$ cat config.mk
export PLATFORM = sky130hd
export DESIGN_NAME = sacc_ctrl
export DESIGN_NICKNAME = d
export VERILOG_FILES = /design/src/sacc_pkg.sv /design/src/sacc_tick.sv /design/src/sacc_ctrl.sv
export SDC_FILE = /design/constraint.sdc
export NUM_CORES = 1
export LEC_CHECK = 0
export ABC_AREA = 1
export BUFFER_PORTS_ARGS = -buffer_cell sky130_fd_sc_hd__buf_2
export CORE_MARGIN = 3
export CORE_UTILIZATION = 45
export CTS_CLUSTER_DIAMETER = 200
export CTS_CLUSTER_SIZE = 24
export DETAILED_ROUTE_END_ITERATION = 12
export GPL_ROUTABILITY_DRIVEN = 0
export PLACE_DENSITY = 0.73
export SETUP_SLACK_MARGIN = 0.2
export SLEW_MARGIN = 20
export SYNTH_ARGS = -nofsm -noshare
export SYNTH_HDL_FRONTEND = slang
export SYNTH_SLANG_ARGS = --single-unit
export TNS_END_PERCENT = 20
$ cat constraint.sdc
create_clock -name core_clk_i -period 2.1 [get_ports core_clk_i]
set_input_delay 0.105 -clock core_clk_i [delete_from_list [all_inputs] [get_ports core_clk_i]]
set_output_delay 0.105 -clock core_clk_i [all_outputs]
set_load 0.02 [all_outputs]
$ cat src/sacc_pkg.sv
// Package of constants and types for the converter control block.
`default_nettype none
package sacc_pkg;
	// Channel select codes.
	localparam logic [4:0] CH_PIN_LO_FIRST  = 5'h00;
	localparam logic [4:0] CH_PIN_LO_LAST   = 5'h03;
	localparam logic [4:0] CH_PIN_HI_FIRST  = 5'h08;
	localparam logic [4:0] CH_PIN_HI_LAST   = 5'h0B;
	localparam logic [4:0] CH_RSVD_A_FIRST  = 5'h16;
	localparam logic [4:0] CH_RSVD_A_LAST   = 5'h19;
	localparam logic [4:0] CH_TEMP          = 5'h1A;
	localparam logic [4:0] CH_BANDGAP       = 5'h1B;
	localparam logic [4:0] CH_RSVD_B        = 5'h1C;
	localparam logic [4:0] CH_REF_HIGH      = 5'h1D;
	localparam logic [4:0] CH_REF_LOW       = 5'h1E;
	localparam logic [4:0] CH_OFF           = 5'h1F;
	// Analog mux source encodings sent to the converter core.
	localparam logic [2:0] SRC_PIN          = 3'h0;
	localparam logic [2:0] SRC_REF_LOW      = 3'h1;
	localparam logic [2:0] SRC_REF_HIGH     = 3'h2;
	localparam logic [2:0] SRC_TEMP         = 3'h3;
	localparam logic [2:0] SRC_BANDGAP      = 3'h4;
	localparam logic [2:0] SRC_RESERVED     = 3'h5;
	localparam logic [2:0] SRC_NONE         = 3'h6;
	// Clock source select codes.
	localparam logic [1:0] CLK_BUS          = 2'h0;
	localparam logic [1:0] CLK_BUS_HALF     = 2'h1;
	localparam logic [1:0] CLK_ALT          = 2'h2;
	localparam logic [1:0] CLK_ASYNC        = 2'h3;
	// Widths, step and sample counts, and reset values.
	localparam int         RESULT_W         = 10;
	localparam int         DIV_W            = 2;
	localparam int         SAR_STEPS        = 10;
	localparam int         SAMPLE_SHORT     = 4;
	localparam int         SAMPLE_LONG      = 24;
	localparam logic [4:0] CH_RESET         = 5'h1F;
	localparam logic [9:0] RESULT_RESET     = 10'h000;
	// Conversion sequencer states.
	typedef enum logic [1:0] {
		SACC_IDLE,
		SACC_SAMPLE,
		SACC_CONVERT
	} sacc_state_t;
endpackage : sacc_pkg
`default_nettype wire

$ cat src/sacc_tick.sv
// Conversion clock enable generator: source choice and power-of-two divide.
`default_nettype none
module sacc_tick (
	input  wire logic       core_clk_i,
	input  wire logic       rst_b_i,
	input  wire logic       clk_en_i,
	input  wire logic [1:0] clk_src_i,
	input  wire logic [1:0] div_sel_i,
	input  wire logic       alt_tick_i,
	input  wire logic       async_tick_i,
	input  wire logic       deep_stop_i,
	output logic            tick_o
);
	logic       half_q;
	logic       src_tick;
	logic [2:0] div_cnt_q;
	logic [2:0] div_max;

	// Pick the source pulse; the alternate clock is dead in deep stop.
	always_comb begin
		case (clk_src_i)
			sacc_pkg::CLK_BUS:      src_tick = 1'b1;
			sacc_pkg::CLK_BUS_HALF: src_tick = half_q;
			sacc_pkg::CLK_ALT:      src_tick = alt_tick_i & ~deep_stop_i;
			default:                src_tick = async_tick_i;
		endcase
		div_max = 3'((1 << div_sel_i) - 1);
	end

	// Bus clock halver.
	always_ff @(posedge core_clk_i) begin
		if (!rst_b_i) begin
			half_q <= 1'b0;
		end else if (clk_en_i) begin
			half_q <= ~half_q;
		end
	end

	// Divide by 1, 2, 4 or 8 of the chosen source.
	always_ff @(posedge core_clk_i) begin
		if (!rst_b_i) begin
			div_cnt_q <= 3'h0;
			tick_o    <= 1'b0;
		end else if (clk_en_i) begin
			tick_o <= 1'b0;
			if (src_tick) begin
				if (div_cnt_q >= div_max) begin
					div_cnt_q <= 3'h0;
					tick_o    <= 1'b1;
				end else begin
					div_cnt_q <= div_cnt_q + 3'h1;
				end
			end
		end
	end
endmodule // sacc_tick
`default_nettype wire

$ cat src/sacc_ctrl.sv
// Control logic for a 10-bit successive-approximation converter.
// What the document requires of this block and of software
// Unimplemented channel codes route to low reference; 11101 high, 11110 low reference.
// Reserved codes are accepted; their result is undefined.
// Codes 0-3 and 8-11 select pins, each with its own pin enable bit.
// Code 11010 selects temperature sensor, 11011 the bandgap.
// Software sets the bandgap buffer enable before choosing the bandgap channel.
// Conversion clock comes from bus, bus half, local async or alternate clock.
// Selected source is divided by the divide field to form the conversion clock.
// Alternate clock works in wait mode, not in deep stop mode.
// With hardware trigger enabled, each counter overflow starts a conversion; the code starts one only from idle and ignores overflows during a conversion.
// Software sets both low-voltage enables before deep stop operation.
// Results are right-justified, 10-bit or 8-bit by resolution mode.
// Single and continuous conversion; single returns to idle by itself.
// Automatic compare flags less-than or greater-or-equal match, may interrupt.
// Conversion done flag with a software-enabled interrupt request.
// Sample time and speed-versus-power are software configurable.
// Only two pin enable registers exist.
// Converter keeps working in wait and deep stop modes.
// All-ones channel select powers down, isolates input, ends continuous mode.
// Status-control write aborts conversion and restarts unless channel is all ones.
// Done flag clears on status-control write or low result read.
// Hardware trigger is synchronised and yields one start per overflow.
`default_nettype none
module sacc_ctrl (
	input  wire logic        core_clk_i,
	input  wire logic        rst_b_i,
	input  wire logic        clk_en_i,
	// Software side.
	input  wire logic        sc1_wr_i,
	input  wire logic [4:0]  channel_select_i,
	input  wire logic        continuous_conversion_enable_i,
	input  wire logic        done_irq_enable_i,
	input  wire logic        result_low_rd_i,
	input  wire logic        hw_trig_enable_i,
	input  wire logic        compare_enable_i,
	input  wire logic        compare_gte_i,
	input  wire logic [9:0]  compare_value_i,
	input  wire logic        mode_8bit_i,
	input  wire logic        long_sample_i,
	input  wire logic        low_power_i,
	input  wire logic [1:0]  clk_src_i,
	input  wire logic [1:0]  clock_divide_select_i,
	input  wire logic [7:0]  analog_pin_ctrl_one_i,
	input  wire logic [7:0]  analog_pin_ctrl_two_i,
	input  wire logic        wait_mode_i,
	input  wire logic        deep_stop_mode_i,
	// Asynchronous inputs from pins or other clocks.
	input  wire logic        hw_trigger_input_i,
	input  wire logic        local_async_conv_clock_i,
	input  wire logic        alternate_clock_input_i,
	// Converter core side.
	input  wire logic        cmp_bit_i,
	output logic [2:0]       mux_src_o,
	output logic [3:0]       pin_index_o,
	output logic             pin_enable_o,
	output logic             conv_power_o,
	output logic             sample_o,
	output logic             low_power_o,
	output logic [9:0]       trial_o,
	// Status.
	output logic [9:0]       result_o,
	output logic             conversion_done_flag_o,
	output logic             irq_o,
	output logic             active_o
);
	sacc_pkg::sacc_state_t state_q;
	logic [2:0]  trig_sync_q;
	logic [2:0]  async_sync_q;
	logic [2:0]  alt_sync_q;
	logic        trig_evt;
	logic        tick;
	logic        ch_off;
	logic [2:0]  mux_d;
	logic [4:0]  samp_cnt_q;
	logic [3:0]  bit_cnt_q;
	logic [9:0]  sar_q;
	logic [9:0]  fin;
	logic [9:0]  cmp_ref;
	logic        cmp_ok;
	logic [15:0] pin_en_all;

	assign ch_off     = (channel_select_i == sacc_pkg::CH_OFF);
	assign pin_en_all = {analog_pin_ctrl_two_i, analog_pin_ctrl_one_i};

	// ----------------------------------------------------------------
	// Input synchronisers
	// ----------------------------------------------------------------
	// Two flops before use; the third stage only feeds the edge detector.
	always_ff @(posedge core_clk_i) begin
		if (!rst_b_i) begin
			trig_sync_q  <= 3'h0;
			async_sync_q <= 3'h0;
			alt_sync_q   <= 3'h0;
		end else if (clk_en_i) begin
			trig_sync_q  <= {trig_sync_q[1:0], hw_trigger_input_i};
			async_sync_q <= {async_sync_q[1:0], local_async_conv_clock_i};
			alt_sync_q   <= {alt_sync_q[1:0], alternate_clock_input_i};
		end
	end
	// Only a rising edge counts, so a long overflow pulse starts one conversion.
	assign trig_evt = trig_sync_q[1] & ~trig_sync_q[2];

	sacc_tick u_tick (
		.core_clk_i   (core_clk_i),
		.rst_b_i      (rst_b_i),
		.clk_en_i     (clk_en_i),
		.clk_src_i    (clk_src_i),
		.div_sel_i    (clock_divide_select_i),
		.alt_tick_i   (alt_sync_q[1] & ~alt_sync_q[2]),
		.async_tick_i (async_sync_q[1] & ~async_sync_q[2]),
		.deep_stop_i  (deep_stop_mode_i),
		.tick_o       (tick)
	);

	// ----------------------------------------------------------------
	// Channel decode
	// ----------------------------------------------------------------
	always_comb begin
		case (channel_select_i)
			sacc_pkg::CH_TEMP:     mux_d = sacc_pkg::SRC_TEMP;
			sacc_pkg::CH_BANDGAP:  mux_d = sacc_pkg::SRC_BANDGAP;
			sacc_pkg::CH_RSVD_B:   mux_d = sacc_pkg::SRC_RESERVED;
			sacc_pkg::CH_REF_HIGH: mux_d = sacc_pkg::SRC_REF_HIGH;
			sacc_pkg::CH_REF_LOW:  mux_d = sacc_pkg::SRC_REF_LOW;
			sacc_pkg::CH_OFF:      mux_d = sacc_pkg::SRC_NONE;
			default: begin
				if ((channel_select_i <= sacc_pkg::CH_PIN_LO_LAST) ||
				    (channel_select_i >= sacc_pkg::CH_PIN_HI_FIRST &&
				     channel_select_i <= sacc_pkg::CH_PIN_HI_LAST)) begin
					mux_d = sacc_pkg::SRC_PIN;
				end else if (channel_select_i >= sacc_pkg::CH_RSVD_A_FIRST &&
				             channel_select_i <= sacc_pkg::CH_RSVD_A_LAST) begin
					mux_d = sacc_pkg::SRC_RESERVED;
				end else begin
					mux_d = sacc_pkg::SRC_REF_LOW;
				end
			end
		endcase
	end

	// Mux outputs registered; the pin enable bit follows only pin channels.
	always_ff @(posedge core_clk_i) begin
		if (!rst_b_i) begin
			mux_src_o    <= sacc_pkg::SRC_NONE;
			pin_index_o  <= 4'h0;
			pin_enable_o <= 1'b0;
			low_power_o  <= 1'b0;
		end else if (clk_en_i) begin
			mux_src_o    <= mux_d;
			pin_index_o  <= channel_select_i[3:0];
			pin_enable_o <= (mux_d == sacc_pkg::SRC_PIN) &
			                pin_en_all[channel_select_i[3:0]];
			low_power_o  <= low_power_i;
		end
	end

	// ----------------------------------------------------------------
	// Conversion sequencer
	// ----------------------------------------------------------------
	assign fin     = {sar_q[9:1], cmp_bit_i};
	assign cmp_ref = mode_8bit_i ? {2'b00, compare_value_i[7:0]} : compare_value_i;
	// The compare uses the value as it will be reported.
	always_comb begin
		if (mode_8bit_i) begin
			cmp_ok = compare_gte_i ? ({2'b00, fin[9:2]} >= cmp_ref) :
			                         ({2'b00, fin[9:2]} < cmp_ref);
		end else begin
			cmp_ok = compare_gte_i ? (fin >= cmp_ref) : (fin < cmp_ref);
		end
	end

	// Steps advance on conversion clock ticks; the sequencer keeps running
	// in wait and deep stop, except on the alternate clock in deep stop, which gives no ticks; clock enable low also freezes it.
	always_ff @(posedge core_clk_i) begin
		if (!rst_b_i) begin
			state_q      <= sacc_pkg::SACC_IDLE;
			samp_cnt_q   <= 5'h00;
			bit_cnt_q    <= 4'h0;
			sar_q        <= sacc_pkg::RESULT_RESET;
			conv_power_o <= 1'b0;
			sample_o     <= 1'b0;
			active_o     <= 1'b0;
			trial_o      <= sacc_pkg::RESULT_RESET;
		end else if (clk_en_i) begin
			if (sc1_wr_i) begin
				// Abort, then restart unless switched off.
				state_q      <= ch_off ? sacc_pkg::SACC_IDLE : sacc_pkg::SACC_SAMPLE;
				conv_power_o <= ~ch_off;
				sample_o     <= ~ch_off;
				active_o     <= ~ch_off;
				samp_cnt_q   <= 5'h00;
			end else if (ch_off) begin
				state_q      <= sacc_pkg::SACC_IDLE;
				conv_power_o <= 1'b0;
				sample_o     <= 1'b0;
				active_o     <= 1'b0;
			end else begin
				case (state_q)
					sacc_pkg::SACC_IDLE: begin
						conv_power_o <= 1'b0;
						if (hw_trig_enable_i && trig_evt) begin
							state_q      <= sacc_pkg::SACC_SAMPLE;
							conv_power_o <= 1'b1;
							sample_o     <= 1'b1;
							active_o     <= 1'b1;
							samp_cnt_q   <= 5'h00;
						end
					end
					sacc_pkg::SACC_SAMPLE: begin
						if (tick) begin
							if (samp_cnt_q == 5'(long_sample_i ? sacc_pkg::SAMPLE_LONG - 1 :
							                     sacc_pkg::SAMPLE_SHORT - 1)) begin
								state_q   <= sacc_pkg::SACC_CONVERT;
								sample_o  <= 1'b0;
								bit_cnt_q <= 4'(sacc_pkg::SAR_STEPS - 1);
								sar_q     <= 10'h200;
								trial_o   <= 10'h200;
							end else begin
								samp_cnt_q <= samp_cnt_q + 5'h01;
							end
						end
					end
					sacc_pkg::SACC_CONVERT: begin
						if (tick) begin
							if (bit_cnt_q == 4'h0) begin
								if (continuous_conversion_enable_i) begin
									state_q  <= sacc_pkg::SACC_SAMPLE;
									sample_o <= 1'b1;
								end else begin
									state_q      <= sacc_pkg::SACC_IDLE;
									conv_power_o <= 1'b0;
									active_o     <= 1'b0;
								end
								samp_cnt_q <= 5'h00;
							end else begin
								// Keep the tried bit if the comparator says so, try the next.
								sar_q <= (sar_q & ~(10'h001 << bit_cnt_q)) |
								         ({9'h000, cmp_bit_i} << bit_cnt_q) |
								         (10'h001 << (bit_cnt_q - 4'h1));
								trial_o <= (sar_q & ~(10'h001 << bit_cnt_q)) |
								           ({9'h000, cmp_bit_i} << bit_cnt_q) |
								           (10'h001 << (bit_cnt_q - 4'h1));
								bit_cnt_q <= bit_cnt_q - 4'h1;
							end
						end
					end
					default: state_q <= sacc_pkg::SACC_IDLE;
				endcase
			end
		end
	end

	// ----------------------------------------------------------------
	// Result, done flag and interrupt
	// ----------------------------------------------------------------
	// Set wins over clear so a completion coinciding with a read is kept.
	always_ff @(posedge core_clk_i) begin
		if (!rst_b_i) begin
			result_o               <= sacc_pkg::RESULT_RESET;
			conversion_done_flag_o <= 1'b0;
			irq_o                  <= 1'b0;
		end else if (clk_en_i) begin
			if (state_q == sacc_pkg::SACC_CONVERT && tick && bit_cnt_q == 4'h0 &&
			    !sc1_wr_i && !ch_off && (!compare_enable_i || cmp_ok)) begin
				result_o <= mode_8bit_i ? {2'b00, fin[9:2]} : fin;
				conversion_done_flag_o <= 1'b1;
				irq_o                  <= done_irq_enable_i;
			end else if (sc1_wr_i || result_low_rd_i) begin
				conversion_done_flag_o <= 1'b0;
				irq_o                  <= 1'b0;
			end else begin
				irq_o <= conversion_done_flag_o & done_irq_enable_i;
			end
		end
	end
	// Wait mode needs no special handling: all sources keep ticking.
	logic unused_ok;
	assign unused_ok = wait_mode_i;
endmodule // sacc_ctrl
`default_nettype wire

Yosys cells after proc, flatten, opt, wreduce, memory -nomap -nowiden. Cells that the tools add are included.

Output and inout port bits: 34. Register bits after elaboration: 59.

Bitwise logic cells: 17. $add $sub $neg: 4. Muxes and demuxes: 66. Shifts and indexed selects: 4. Reductions and logical operators: 32. Order comparisons: 11. Equality and inequality tests: 28.

Operators by type and width (count): 10-bit 2-to-1 mux (6); 5-bit 2-to-1 mux (8); 5-bit == test (second input constant) (6); 1-bit 2-to-1 mux (28); 8-bit AND reduction (3); 10-bit bitwise OR (2); 10-bit one-hot mux with 2 select lines (1); 1-bit by 4-bit << shifter with 10-bit output (first input constant) (2); 3-bit one-hot mux with 6 select lines (1); 4-bit 2-to-1 mux (4); 4-bit inequality test (second input constant) (4); 5-bit one-hot mux with 3 select lines (1); 2-bit 2-to-1 mux (7); 4-bit by 3-bit inequality test with 1-bit output (second input constant) (3); 6-bit AND reduction (2); 10-bit bitwise AND (1); 10-bit greater-or-equal comparator (1); 8-bit by 10-bit greater-or-equal comparator with 1-bit output (1); 10-bit < comparator (1); 8-bit by 10-bit < comparator with 1-bit output (1); 10-bit inverter (1); 1-bit by 4-bit << shifter with 10-bit output (1); 3-bit 2-to-1 mux (3); 3-bit by 2-bit inequality test with 1-bit output (second input constant) (3); other kinds (36) (71).

Depth between registers and ports, before layout. Gate-level depths: netlist of run 1.

Word-level depth: 8. Mapped depth: 16.

Hierarchy. From an unflattened synthesis of run 1, not the netlist that was laid out.

Cell total of the unflattened synthesis: 573. Area total of the unflattened synthesis: 3821.2 um^2.

Modules (own cells, without submodules): sacc_ctrl (area each 3470.8 um^2, cells an instance 524, times used 1, sequential area each 1081.0 um^2); sacc_tick (area each 350.3 um^2, cells an instance 49, times used 1, sequential area each 100.1 um^2).

Worst setup path after synthesis of run 1. Ideal clock, no wire load.

Path kind: register -> register. Start: reg sar_q[7]. End: reg result_o[9]. Cell stages (with the launch flop): 14. Path buffers: 1. Path slack: 221 ps. Data arrival time: 1809 ps. Required time: 2029 ps. Path through: dfxtp_1 -> ha_1 -> nand2_1 -> nand2_1 -> a21oi_1 -> nand2_1 -> nor2_1 -> nand2_1 -> nand3_1 -> nand3_1 -> nand3_1 -> buf_2 -> nand2_1 -> a21oi_1.

Word-level cells in the longest chain between the ends: 6.

RTL lines: start: declaration (line sacc_ctrl.sv:77) `logic [9:0] sar_q;`; start signal: assignment (line sacc_ctrl.sv:180) `sar_q <= sacc_pkg::RESULT_RESET;`; start signal: assignment (line sacc_ctrl.sv:238) `sar_q <= (sar_q & ~(10'h001 << bit_cnt_q)) |`; 10-bit < comparator (tied with other cells) (line sacc_ctrl.sv:169) `cmp_ok = compare_gte_i ? (fin >= cmp_ref) : (fin < cmp_ref);`; 1-bit 2-to-1 mux, on equally long branches (line sacc_ctrl.sv:169, sacc_ctrl.sv:166); 1-bit 2-to-1 mux (*) (line sacc_ctrl.sv:165) `if (mode_8bit_i) begin`; 1-bit logical OR (*) (line sacc_ctrl.sv:265) `!sc1_wr_i && !ch_off && (!compare_enable_i || cmp_ok)) begin`; 1-bit logical AND (*) (line sacc_ctrl.sv:265); 2-bit AND reduction (no source line) (*); end signal: assignment (line sacc_ctrl.sv:260) `result_o <= sacc_pkg::RESULT_RESET;`; end signal: assignment (line sacc_ctrl.sv:266) `result_o <= mode_8bit_i ? {2'b00, fin[9:2]} : fin;`; end: declaration (line sacc_ctrl.sv:62) `output logic [9:0] result_o,`.

Every way passes the cells marked *; elsewhere a longest branch is shown, timed or not. A chain may end at the register's enable or synchronous reset.

Final worst setup path of run 1.
Start: reg sar_q[8]. End: reg irq_o.

Word-level cells in the longest chain between the ends: 6.

RTL lines: 10-bit < comparator (tied with other cells) (line sacc_ctrl.sv:169); 1-bit 2-to-1 mux, on equally long branches (line sacc_ctrl.sv:169, sacc_ctrl.sv:166); 1-bit 2-to-1 mux (*) (line sacc_ctrl.sv:165); 1-bit logical OR (*) (line sacc_ctrl.sv:265); 1-bit logical AND (*) (line sacc_ctrl.sv:265); 1-bit 2-to-1 mux (*) (line sacc_ctrl.sv:264) `if (state_q == sacc_pkg::SACC_CONVERT && tick && bit_cnt_q == 4'h0 &&`; end signal: assignment (line sacc_ctrl.sv:268) `irq_o <= done_irq_enable_i;`; end signal: assignment (line sacc_ctrl.sv:273) `irq_o <= conversion_done_flag_o & done_irq_enable_i;`; end: declaration (line sacc_ctrl.sv:64) `output logic irq_o,`.

Marks and branches as above.

==> results of run 1 <==
[path summary, 6_finish.rpt]
check                                          from        endpoint  slack (ns)  cells past startpoint
worst max-delay path                       sar_q[8]           irq_o        0.23                     14
worst min register to register          result_o[3]     result_o[3]        0.46                      2
worst min-delay path            channel_select_i[3]  pin_index_o[3]        0.11                      3
worst max register to register             sar_q[8]           irq_o        0.23                     14
[cell type report]
| class | count | area (sq um) | share of cell area, % |
|---|---|---|---|
| Inverter | 73 | 274 | 5.60 |
| Clock buffer | 10 | 128 | 2.61 |
| Clock inverter | 6 | 32.5 | 0.665 |
| Timing Repair Buffer | 118 | 696 | 14.2 |
| Sequential cell | 59 | 1200 | 24.6 |
| Tap cell | 102 | 128 | 2.61 |
| Multi-Input combinational cell | 408 | 2430 | 49.7 |
[kinds of logic (layout without fill, tap and decap cells)]
family / count (synthesis) / count (layout) / synth area share, %
flip-flops: 59 / 59 / 31.3
adder cells (fa/ha/maj): 28 / 28 / 9.27
AND/OR/NAND/NOR: 239 / 239 / 28.7
AO/OA/AOI/OAI: 139 / 139 / 20.4
buffers and inverters: 92 / 207 / 9.87
XOR/XNOR: 2 / 2 / 0.464
[repair_timing]
item,in CTS,in global routing
setup buffers,1,1
hold buffers,4,0
setup endpoints to repair,17,23
gates cloned,0,1
pin swaps,3,23
endpoints found under the hold margin,4,0
resized for setup,9,49
[flip-flops by register name, indices dropped and copies added, names as in the netlist]
signal	flops
u_tick.div_cnt_q	3
pin_index_o	4
pin_enable_o	1
sar_q	10
mux_src_o	3
u_tick.tick_o	1
result_o	10
low_power_o	1
u_tick.half_q	1
async_sync_q	3
bit_cnt_q	4
samp_cnt_q	5
conversion_done_flag_o	1
state_q	2
trig_sync_q	3
active_o	1
irq_o	1
conv_power_o	1
alt_sync_q	3
sample_o	1
[routing by layer]
| metal | up-vias | track usage (%) | share of wire [%] | wire (um) |
|---|---|---|---|---|
| met5 | - | 0 | 0 | 0 |
| met4 | 0 | 5.64 | 1.4 | 145 |
| met3 | 14 | 4.88 | 5.6 | 576 |
| met2 | 107 | 34.7 | 47 | 4890 |
| met1 | 1870 | 27.5 | 46 | 4720 |
| li1 | 2098 | - | - | - |
[Yosys cell counts (all sizes together)]
master / instances
a21boi: 1
nor3: 15
a21oi: 60
nand2: 120
clkbuf: 10
nor2: 54
a32oi: 1
nor3b: 2
xor2: 2
nand3: 27
o22ai: 2
a31o: 1
o31ai: 2
dfxtp: 59
a211o: 1
nor4: 2
o211ai: 2
a211oi: 3
a221oi: 1
and3: 1
o21ai: 58
o21bai: 1
inv: 73
buf: 9
o221ai: 5
nand4: 14
or2: 1
a31oi: 1
ha: 28
and3b: 1
nand3b: 2
[where the power goes]
part           switching, mW  leakage [nW]  total, mW  internal [mW]
clock network          0.452        0.0856      0.869          0.417
registers             0.0258         0.487       1.18           1.15
logic                  0.257          1.72      0.423          0.165
[through the flow]
stage,instances,hold slack [ns]
global route,776,0.117
floorplan,559,0.240
detailed placement,753,0.343
CTS,774,0.0929
global placement,753,0.328
finish,776,0.111
[worst reg2reg max path: stages (launching register included)]
cell	delay (ns)
dfxtp_4	0.37
buf_6	0.13
ha_4	0.25
nand2_2	0.05
nand3b_1	0.17
nor2_1	0.12
nor2_1	0.04
nand2_1	0.06
nand3_2	0.08
nand3_4	0.11
buf_6	0.13
nand2_4	0.04
nand2_2	0.06
nand2_2	0.05
a21oi_2	0.13
==> flow_metrics.env, run 1 <==
export IMPL_syn_avg_cell_area_sq_um=6.76
export IMPL_min_period_over_period_pct=88.9
export IMPL_ys_types=44
export IMPL_maxSlewHeadroom_pct=69.9
export IMPL_initial_core_util_pct=47.6
export IMPL_crit_chain="buf_6, ha_4, nand2_2, nand3b_1, nor2_1, nor2_1, nand2_1, nand3_2, nand3_4, buf_6, nand2_4, nand2_2, nand2_2, a21oi_2"
export IMPL_mostFrequentLayoutCells="108 x nand2_1, 86 x buf_2, 67 x inv_1"
export IMPL_vias=4089
export IMPL_crit_type="register to register"
export IMPL_maxCapViolations=0
export IMPL_cts_num_sinks=59
export IMPL_syn_nets=641
export IMPL_io_pins=88
export IMPL_critical_path_top_delay_family="simple AND/OR/NAND/NOR gates"
export IMPL_die_w_um=97.6
export IMPL_placed_cell_area_sq_um=4420
export IMPL_netlist_area_sq_um=3780
export IMPL_yosysWarnings=0
export IMPL_die_h_um=97.6
export IMPL_final_util_pct=61.7
export IMPL_p_leak_nw=2.29
export IMPL_synth_seq_area_share_pct=31.3
export IMPL_routed_wl_mm=10.3
export IMPL_hpwl_mm=7.78
export IMPL_crit_buf_inv=2
export IMPL_grt_max_degree=36
export IMPL_tightest_slew_ns=0.447
export IMPL_ys_ff_latch=59
export IMPL_wl_per_cell_um=13.3
export IMPL_synth_top_area_share_pct=31.3
export IMPL_cts_path_max_buffers=2
export IMPL_io_buffers=86
export IMPL_grt_pass1_vias=3768
export IMPL_crit_fanout=7
export IMPL_grt_util_all_layers_pct=21.0
export IMPL_p_per_area_nw_per_um2=505
export IMPL_crit_slowest_cell="dfxtp_4"
export IMPL_finalSetupViolations=0
export IMPL_critPathArrivalTime_ns=2.13
export IMPL_antenna_found_initial=0
export IMPL_crit_required_ns=2.36
export IMPL_clock_latency_ns=0.34
export IMPL_viasPerCell=5.27
export IMPL_drive_above_1_share_pct=28.5
export IMPL_cts_tree="built"
export IMPL_period_needed_ns=1.87
export IMPL_clk_pin_slew_ns=0.07
export IMPL_drt_iter0_markers=118
export IMPL_status="finished, final reports clean"
export IMPL_fmax_mhz=536
export IMPL_cts_buffers=9
export IMPL_synthTopCellsByArea="dfxtp_1 31%, nand2_1 12%, ha_1 9.3%, a21oi_1 7.7%, inv_1 6.9%"
export IMPL_grt_setup_unrepaired="true"
export IMPL_final_antenna_net_count=0
export IMPL_synth_top_area_cell="dfxtp_1"
export IMPL_antennaDiodeCount=0
export IMPL_setup_tns_ns=0
export IMPL_drcViolationCount=0
export IMPL_hold_viol_final=0
export IMPL_maxSlewViolCount=0
export IMPL_vdd_drop_max_uv=383
export IMPL_grt_first_pass_wirelength_mm=16.9
export IMPL_cts_htree_levels=3
export IMPL_synthToLayoutAreaGrowth_pct=29.5
export IMPL_startpoint_type="register"
export IMPL_synthCells=559
export IMPL_fin_ws_ns=0.233
export IMPL_fillers=744
export IMPL_core_sq_um=7930
export IMPL_final_cell_area_sq_um=4890
export IMPL_end_kind="register"
export IMPL_max_stage_delay_ns=0.37
export IMPL_finClkSkew_ns=0.00701
export IMPL_die_area_sq_um=9530
export IMPL_grt_overflow=0
export IMPL_holdCritPathClass="input port to register"
export IMPL_cts_root_buf="clkbuf_8"
export IMPL_worst_path_most_repeated_cell="nand2_2"
export IMPL_firstDrtPassIters=4
export IMPL_p_total_mw=2.47
export IMPL_final_common_cell="nand2_1"
export IMPL_fp_row_count=32
export IMPL_nNetsFinal=751
export IMPL_post_place_ws_ns=0.107
Power figures use the tool's default switching activity.
==> run 2: changes to the inputs <==
==> constraint.sdc (replaced) <==
create_clock -name core_clk_i -period 2.3 [get_ports core_clk_i]
set_input_delay 0.345 -clock core_clk_i [delete_from_list [all_inputs] [get_ports core_clk_i]]
set_output_delay 0.345 -clock core_clk_i [all_outputs]
set_load 0.02 [all_outputs]
==> run 2 against run 1 <==
First-iteration DRC count rose by 35%; clock power up 33%; maximum frequency shrank 6.9%; flip-flop and latch count unchanged; non-clock buffer count fell by 13; sequential power decreased by 8%; die area stayed put; global-route usage decreased by 0.11 points; sequential share of layout area is 0.84 points higher; routed wire length shrank 1.0%; critical path depth shrank 6; clock skew is essentially flat.
==> flow_metrics.env, run 2 (synthesis results as in run 1) <==
export IMPL_status="finished, final reports clean"
export IMPL_seqCellArea_sq_um=1190
export IMPL_crit_slowest_cell="dfxtp_1"
export IMPL_firstDrtPassIters=5
export IMPL_switchingPower_mw=0.654
export IMPL_hpwl_mm=7.45
export IMPL_vdd_drop_max_uv=375
export IMPL_final_antenna_net_count=0
export IMPL_setup_tns_ns=0
export IMPL_period_needed_ns=2.01
export IMPL_p_leak_nw=2.26
export IMPL_wl_per_cell_um=13.4
export IMPL_p_per_area_nw_per_um2=555
export IMPL_mostFrequentLayoutCells="115 x nand2_1, 86 x buf_2, 67 x inv_1"
export IMPL_switching_share_pct=25.2
export IMPL_fp_row_count=32
export IMPL_antenna_found_initial=0
export IMPL_max_stage_delay_ns=0.40
export IMPL_drt_iter0_markers=159
export IMPL_fmax_mhz=499
export IMPL_die_area_sq_um=9530
export IMPL_p_comb_share_pct=13.8
export IMPL_grt_pass1_vias=3771
export IMPL_cts_tree="built"
export IMPL_clk_pin_slew_ns=0.07
export IMPL_grt_max_degree=36
export IMPL_synthToLayoutAreaGrowth_pct=23.9
export IMPL_die_h_um=97.6
export IMPL_vias=4067
export IMPL_cts_num_sinks=59
export IMPL_critPathArrivalTime_ns=2.27
export IMPL_reg_largest_list="result_o (10), sar_q (10), samp_cnt_q (5)"
export IMPL_finalSetupViolations=0
export IMPL_tightest_slew_ns=0.466
export IMPL_p_int_mw=1.94
export IMPL_finClkSkew_ns=0.00732
export IMPL_crit_fanout=5
export IMPL_cts_buffers=9
export IMPL_p_total_mw=2.60
export IMPL_multi_input_area_sq_um=2270
export IMPL_critical_path_top_delay_family="compound AO/OA/AOI/OAI gates"
export IMPL_crit_required_ns=2.56
export IMPL_holdWs_ns=0.232
export IMPL_grt_setup_unrepaired="true"
export IMPL_grt_overflow=0
export IMPL_final_common_cell="nand2_1"
export IMPL_holdCritPathClass="input port to register"
export IMPL_crit_chain="inv_1, a21oi_1, nor2_1, o21ai_0, o211ai_2, buf_4, o21ai_0, nor3b_2"
export IMPL_maxSlewHeadroom_pct=68.6
export IMPL_seq_power_share_pct=41.7
export IMPL_maxCapViolations=0
export IMPL_grt_first_pass_wirelength_mm=16.9
export IMPL_hold_viol_final=0
export IMPL_p_clk_share_pct=44.5
export IMPL_initial_core_util_pct=47.6
export IMPL_io_pins=88
export IMPL_clock_latency_ns=0.33
export IMPL_cts_root_buf="clkbuf_8"
export IMPL_final_util_pct=59.0
export IMPL_viasPerCell=5.33
export IMPL_cts_path_max_buffers=2
export IMPL_startpoint_type="register"
export IMPL_maxSlewViolCount=0
export IMPL_grt_util_all_layers_pct=20.9
export IMPL_fillers=751
export IMPL_drive_above_1_share_pct=24.1
export IMPL_min_period_over_period_pct=87.2
export IMPL_nNetsFinal=738
export IMPL_drcViolationCount=0
export IMPL_io_buffers=86
export IMPL_postCtsHoldBufs=0
export IMPL_worst_path_most_repeated_cell="o21ai_0"
export IMPL_die_w_um=97.6
export IMPL_routed_wl_mm=10.2
export IMPL_cts_htree_levels=3
export IMPL_end_kind="register"
export IMPL_core_sq_um=7930
export IMPL_crit_buf_inv=2
export IMPL_crit_type="register to register"
export IMPL_antennaDiodeCount=0
run 2: worst min-delay path, cell delays in order:
cell,delay [ns]
buf_2,0.08
nor2_1,0.03
nor2_1,0.08
run 2: layout make-up:
class,instances,share of cell area (%)
clock buffer,12,3.10
clock inverter,4,2.09
inverter,73,5.86
multi-input combinational,408,48.5
sequential,59,25.4
tap,102,2.73
timing repair buffer,105,12.3
run 2: power by group through the flow:
stage / combinational, mW / sequential (mW) / clock [mW]
CTS: 0.351 / 1.08 / 1.18
floorplan: 0.207 / 1.12 / 0
finish: 0.358 / 1.08 / 1.16
global placement: 0.337 / 1.10 / 0
global route: 0.408 / 1.09 / 1.22
detailed placement: 0.347 / 1.10 / 0
run 2: worst paths after layout:
check                     start  cells after the start        endpoint  slack (ns)
max               u_tick.tick_o                      8   samp_cnt_q[2]        0.29
min          hw_trigger_input_i                      3  trig_sync_q[0]        0.23
max reg2reg       u_tick.tick_o                      8   samp_cnt_q[2]        0.29
min reg2reg       alt_sync_q[2]                      2   alt_sync_q[2]        0.46
run 2: through the flow:
| step | cell area (sq um) | setup WS, ns | cells |
|---|---|---|---|
| 6_report | 4680 | 0.295 | 763 |
| 5_1_grt | 4680 | 0.129 | 763 |
| 4_1_cts | 4580 | 0.243 | 757 |
| 3_5_place_dp | 4320 | 0.0654 | 739 |
| 3_3_place_gp | 4320 | 0.132 | 739 |
| 2_1_floorplan | 3780 | 0.376 | 559 |
run 2: per-layer routing:
layer / track usage [%] / wire length (um)
met4: 6.50 / 128
met1: 26.5 / 4560
met5: 0 / 0
met2: 34.4 / 4880
met3: 5.81 / 664
run 2: what timing repair did:
action	4_1_cts	5_1_grt
pin swaps	1	2
resized for setup	3	18
setup buffers	2	6
endpoints found under the setup margin	1	18
==> run 3: changes to the inputs <==
--- a/config.mk
+++ b/config.mk
@@ -18,5 +18,6 @@
 export SLEW_MARGIN = 20
 export SYNTH_ARGS = -nofsm -noshare
 export SYNTH_HDL_FRONTEND = slang
+export SYNTH_HIERARCHICAL = 1
 export SYNTH_SLANG_ARGS = --single-unit
 export TNS_END_PERCENT = 20
==> run 3 against run 2 <==
Clock-buffer cell count fell by 1; final cell count is 0.66% higher; die area increased by 1.1%; critical path type unchanged.
==> flow_metrics.env, run 3 <==
export IMPL_startpoint_type="register"
export IMPL_status="finished, final reports clean"
export IMPL_crit_chain="ha_1, nand2_2, inv_1, a21oi_2, nand2_1, nor2_1, nand2_1, nand3_1, nand3_2, nand3_4, clkbuf_16, nand2_1, nand2_1, nor2_1"
export IMPL_crit_type="register to register"
export IMPL_setup_tns_ns=0
export IMPL_ys_ff_latch=59
export IMPL_synth_mux_area_share_pct=0
export IMPL_tightest_slew_ns=0.755
export IMPL_core_sq_um=7970
export IMPL_period_needed_ns=1.94
export IMPL_stdcell_count=768
export IMPL_crit_required_ns=2.54
export IMPL_final_antenna_net_count=0
export IMPL_antennaDiodeCount=0
export IMPL_antenna_found_initial=0
export IMPL_io_pins=88
export IMPL_syn_avg_cell_area_sq_um=6.67
export IMPL_post_place_ws_ns=0.0326
export IMPL_startpoint="sar_q[8]"
export IMPL_synthToLayoutAreaGrowth_pct=21.3
export IMPL_wl_per_cell_um=12.4
export IMPL_grt_first_pass_wirelength_mm=16.1
export IMPL_cts_path_max_buffers=2
export IMPL_cts_num_sinks=59
export IMPL_viasPerCell=5.15
export IMPL_synthAdderAreaFrac_pct=9.17
export IMPL_r2r_slack_ns=0.36
export IMPL_yosys_area_share_simple_pct=31.8
export IMPL_die_w_um=98.2
export IMPL_max_stage_delay_ns=0.38
export IMPL_cts_htree_levels=3
export IMPL_fmax_mhz=516
export IMPL_async_reset_ff_share_pct=0
export IMPL_routed_wl_mm=9.50
export IMPL_final_common_cell="nand2_1"
export IMPL_p_per_area_nw_per_um2=521
export IMPL_reg2reg_from="sar_q[8]"
export IMPL_synth_edf_count=0
export IMPL_drive_above_1_share_pct=22.4
export IMPL_drt_iter0_markers=189
export IMPL_maxCapViolations=0
export IMPL_cts_buffers=9
export IMPL_hold_viol_final=0
export IMPL_maxSlewHeadroom_pct=49.6
export IMPL_worst_path_most_repeated_cell="nand2_1"
export IMPL_placed_cells=751
export IMPL_min_period_over_period_pct=84.3
export IMPL_postCtsSetupRepairBufs=0
export IMPL_holdCritPathClass="input port to register"
export IMPL_vias=3957
export IMPL_finClkSkew_ns=0.00688
export IMPL_reg2reg_depth=14
export IMPL_ys_flop_type="dfxtp_1"
export IMPL_synth_top_area_cell="dfxtp_1"
export IMPL_end_kind="register"
export IMPL_synthCells=573
export IMPL_fin_ws_ns=0.360
export IMPL_maxSlewViolCount=0
export IMPL_die_h_um=98.2
export IMPL_cp_endpoint="result_o[0]"
export IMPL_grt_overflow=0
export IMPL_synth_common_cells="136 x nand2_1, 77 x inv_1, 70 x nor2_1"
export IMPL_syn_nets=655
export IMPL_crit_fanout=10
export IMPL_fp_row_count=32
export IMPL_firstDrtPassIters=4
export IMPL_yosysWarnings=6
export IMPL_reg_largest_list="result_o (10), sar_q (10), samp_cnt_q (5)"
export IMPL_finalSetupViolations=0
export IMPL_synth_most_common_cell="nand2_1"
export IMPL_grt_util_all_layers_pct=19.9
export IMPL_synth_compound_area_share_pct=16.0
export IMPL_rr_endpoint="result_o[0]"
export IMPL_crit_slowest_cell="dfxtp_4"
export IMPL_p_leak_nw=2.38
export IMPL_synth_top_area_share_pct=30.9
export IMPL_mostFrequentLayoutCells="135 x nand2_1, 82 x buf_2, 76 x inv_1"
export IMPL_ys_types=48
export IMPL_grt_setup_unrepaired="true"
export IMPL_clk_pin_slew_ns=0.07
export IMPL_io_buffers=82
export IMPL_critPathArrivalTime_ns=2.18
export IMPL_grt_pass1_vias=3600
export IMPL_netlist_area_sq_um=3820
export IMPL_post_synth_xor_area_fraction_pct=1.34
export IMPL_cts_root_buf="clkbuf_8"
export IMPL_clock_latency_ns=0.35
export IMPL_drcViolationCount=0
export IMPL_cts_tree="built"
export IMPL_hpwl_mm=7.17
export IMPL_nNetsFinal=743
export IMPL_vdd_drop_max_uv=359
export IMPL_synth_top_family_by_area="simple AND/OR/NAND/NOR gates"
export IMPL_initial_core_util_pct=48.0
export IMPL_synth_seq_area_share_pct=30.9
export IMPL_die_area_sq_um=9630
export IMPL_grt_max_degree=31
export IMPL_synthTopCellsByArea="dfxtp_1 31%, nand2_1 13%, ha_1 9.2%, inv_1 7.6%, nor2_1 6.9%"
## run 3: cells by family (layout without fill, tap and decap cells)
family,count (synthesis),after routing
and+or+nand+nor,278,278
AOI/OAI and AO/OA,105,105
adders and majority gates,28,28
xor gates and xnor gates,5,5
DFF,59,59
buffers and inverters,98,191
## run 3: stage by stage
step / hold slack, ns / util, % / area (sq um) / power [mW]
floorplan: 0.444 / - / 3820 / 1.36
global placement: 0.447 / 54.7 / 4360 / 1.47
detailed placement: 0.451 / 54.7 / 4360 / 1.49
CTS: 0.211 / 57.1 / 4550 / 2.43
global route: 0.227 / 58.2 / 4640 / 2.53
finish: 0.223 / 58.2 / 4640 / 2.41
## run 3: critical path, delay by kind of cell (launching register included)
kind | cells | cell delay, ns
AOI/OAI and AO/OA | 1 | 0.16
and+or+nand+nor | 10 | 0.77
DFF | 1 | 0.38
buffers and inverters | 2 | 0.22
adders and majority gates | 1 | 0.31
## run 3: worst min-delay path by stage
| stage | from | to | slack (ns) | cells past startpoint |
|---|---|---|---|---|
| 6_report | hw_trigger_input_i | trig_sync_q[0] | 0.22 | 3 |
| 5_1_grt | hw_trigger_input_i | trig_sync_q[0] | 0.23 | 3 |
| 4_1_cts | low_power_i | low_power_o | 0.21 | 3 |
| 3_5_place_dp | mux_src_o[1] | mux_src_o[1] | 0.45 | 1 |
| 3_3_place_gp | mux_src_o[1] | mux_src_o[1] | 0.45 | 1 |
| 2_1_floorplan | u_tick/half_q | u_tick/half_q | 0.44 | 2 |
## run 3: power by group
part / internal [mW] / switching, mW
Clock: 0.524 / 0.419
Sequential: 1.06 / 0.0284
Combinational: 0.140 / 0.240
## run 3: routing by layer
layer | share of wire [%] | up-vias | global-route usage (%)
li1 | - | 2052 | -
met1 | 47 | 1766 | 25.9
met2 | 45 | 126 | 32.5
met3 | 7.2 | 13 | 5.93
met4 | 1.0 | 0 | 5.04
met5 | 0 | - | 0
## run 3: area by class of cell
cell class / count / area [sq um]
Clock buffer: 11 / 141
Clock inverter: 5 / 52.6
Fill cell: 765 / 3330
Inverter: 79 / 297
Multi-Input combinational cell: 416 / 2280
Sequential cell: 59 / 1200
Tap cell: 102 / 128
Timing Repair Buffer: 96 / 546
## run 3: what timing repair did
item | CTS | global route
gates resized for setup | 0 | 21
endpoints found under the setup margin | 0 | 30
hold buffers | 0 | 0
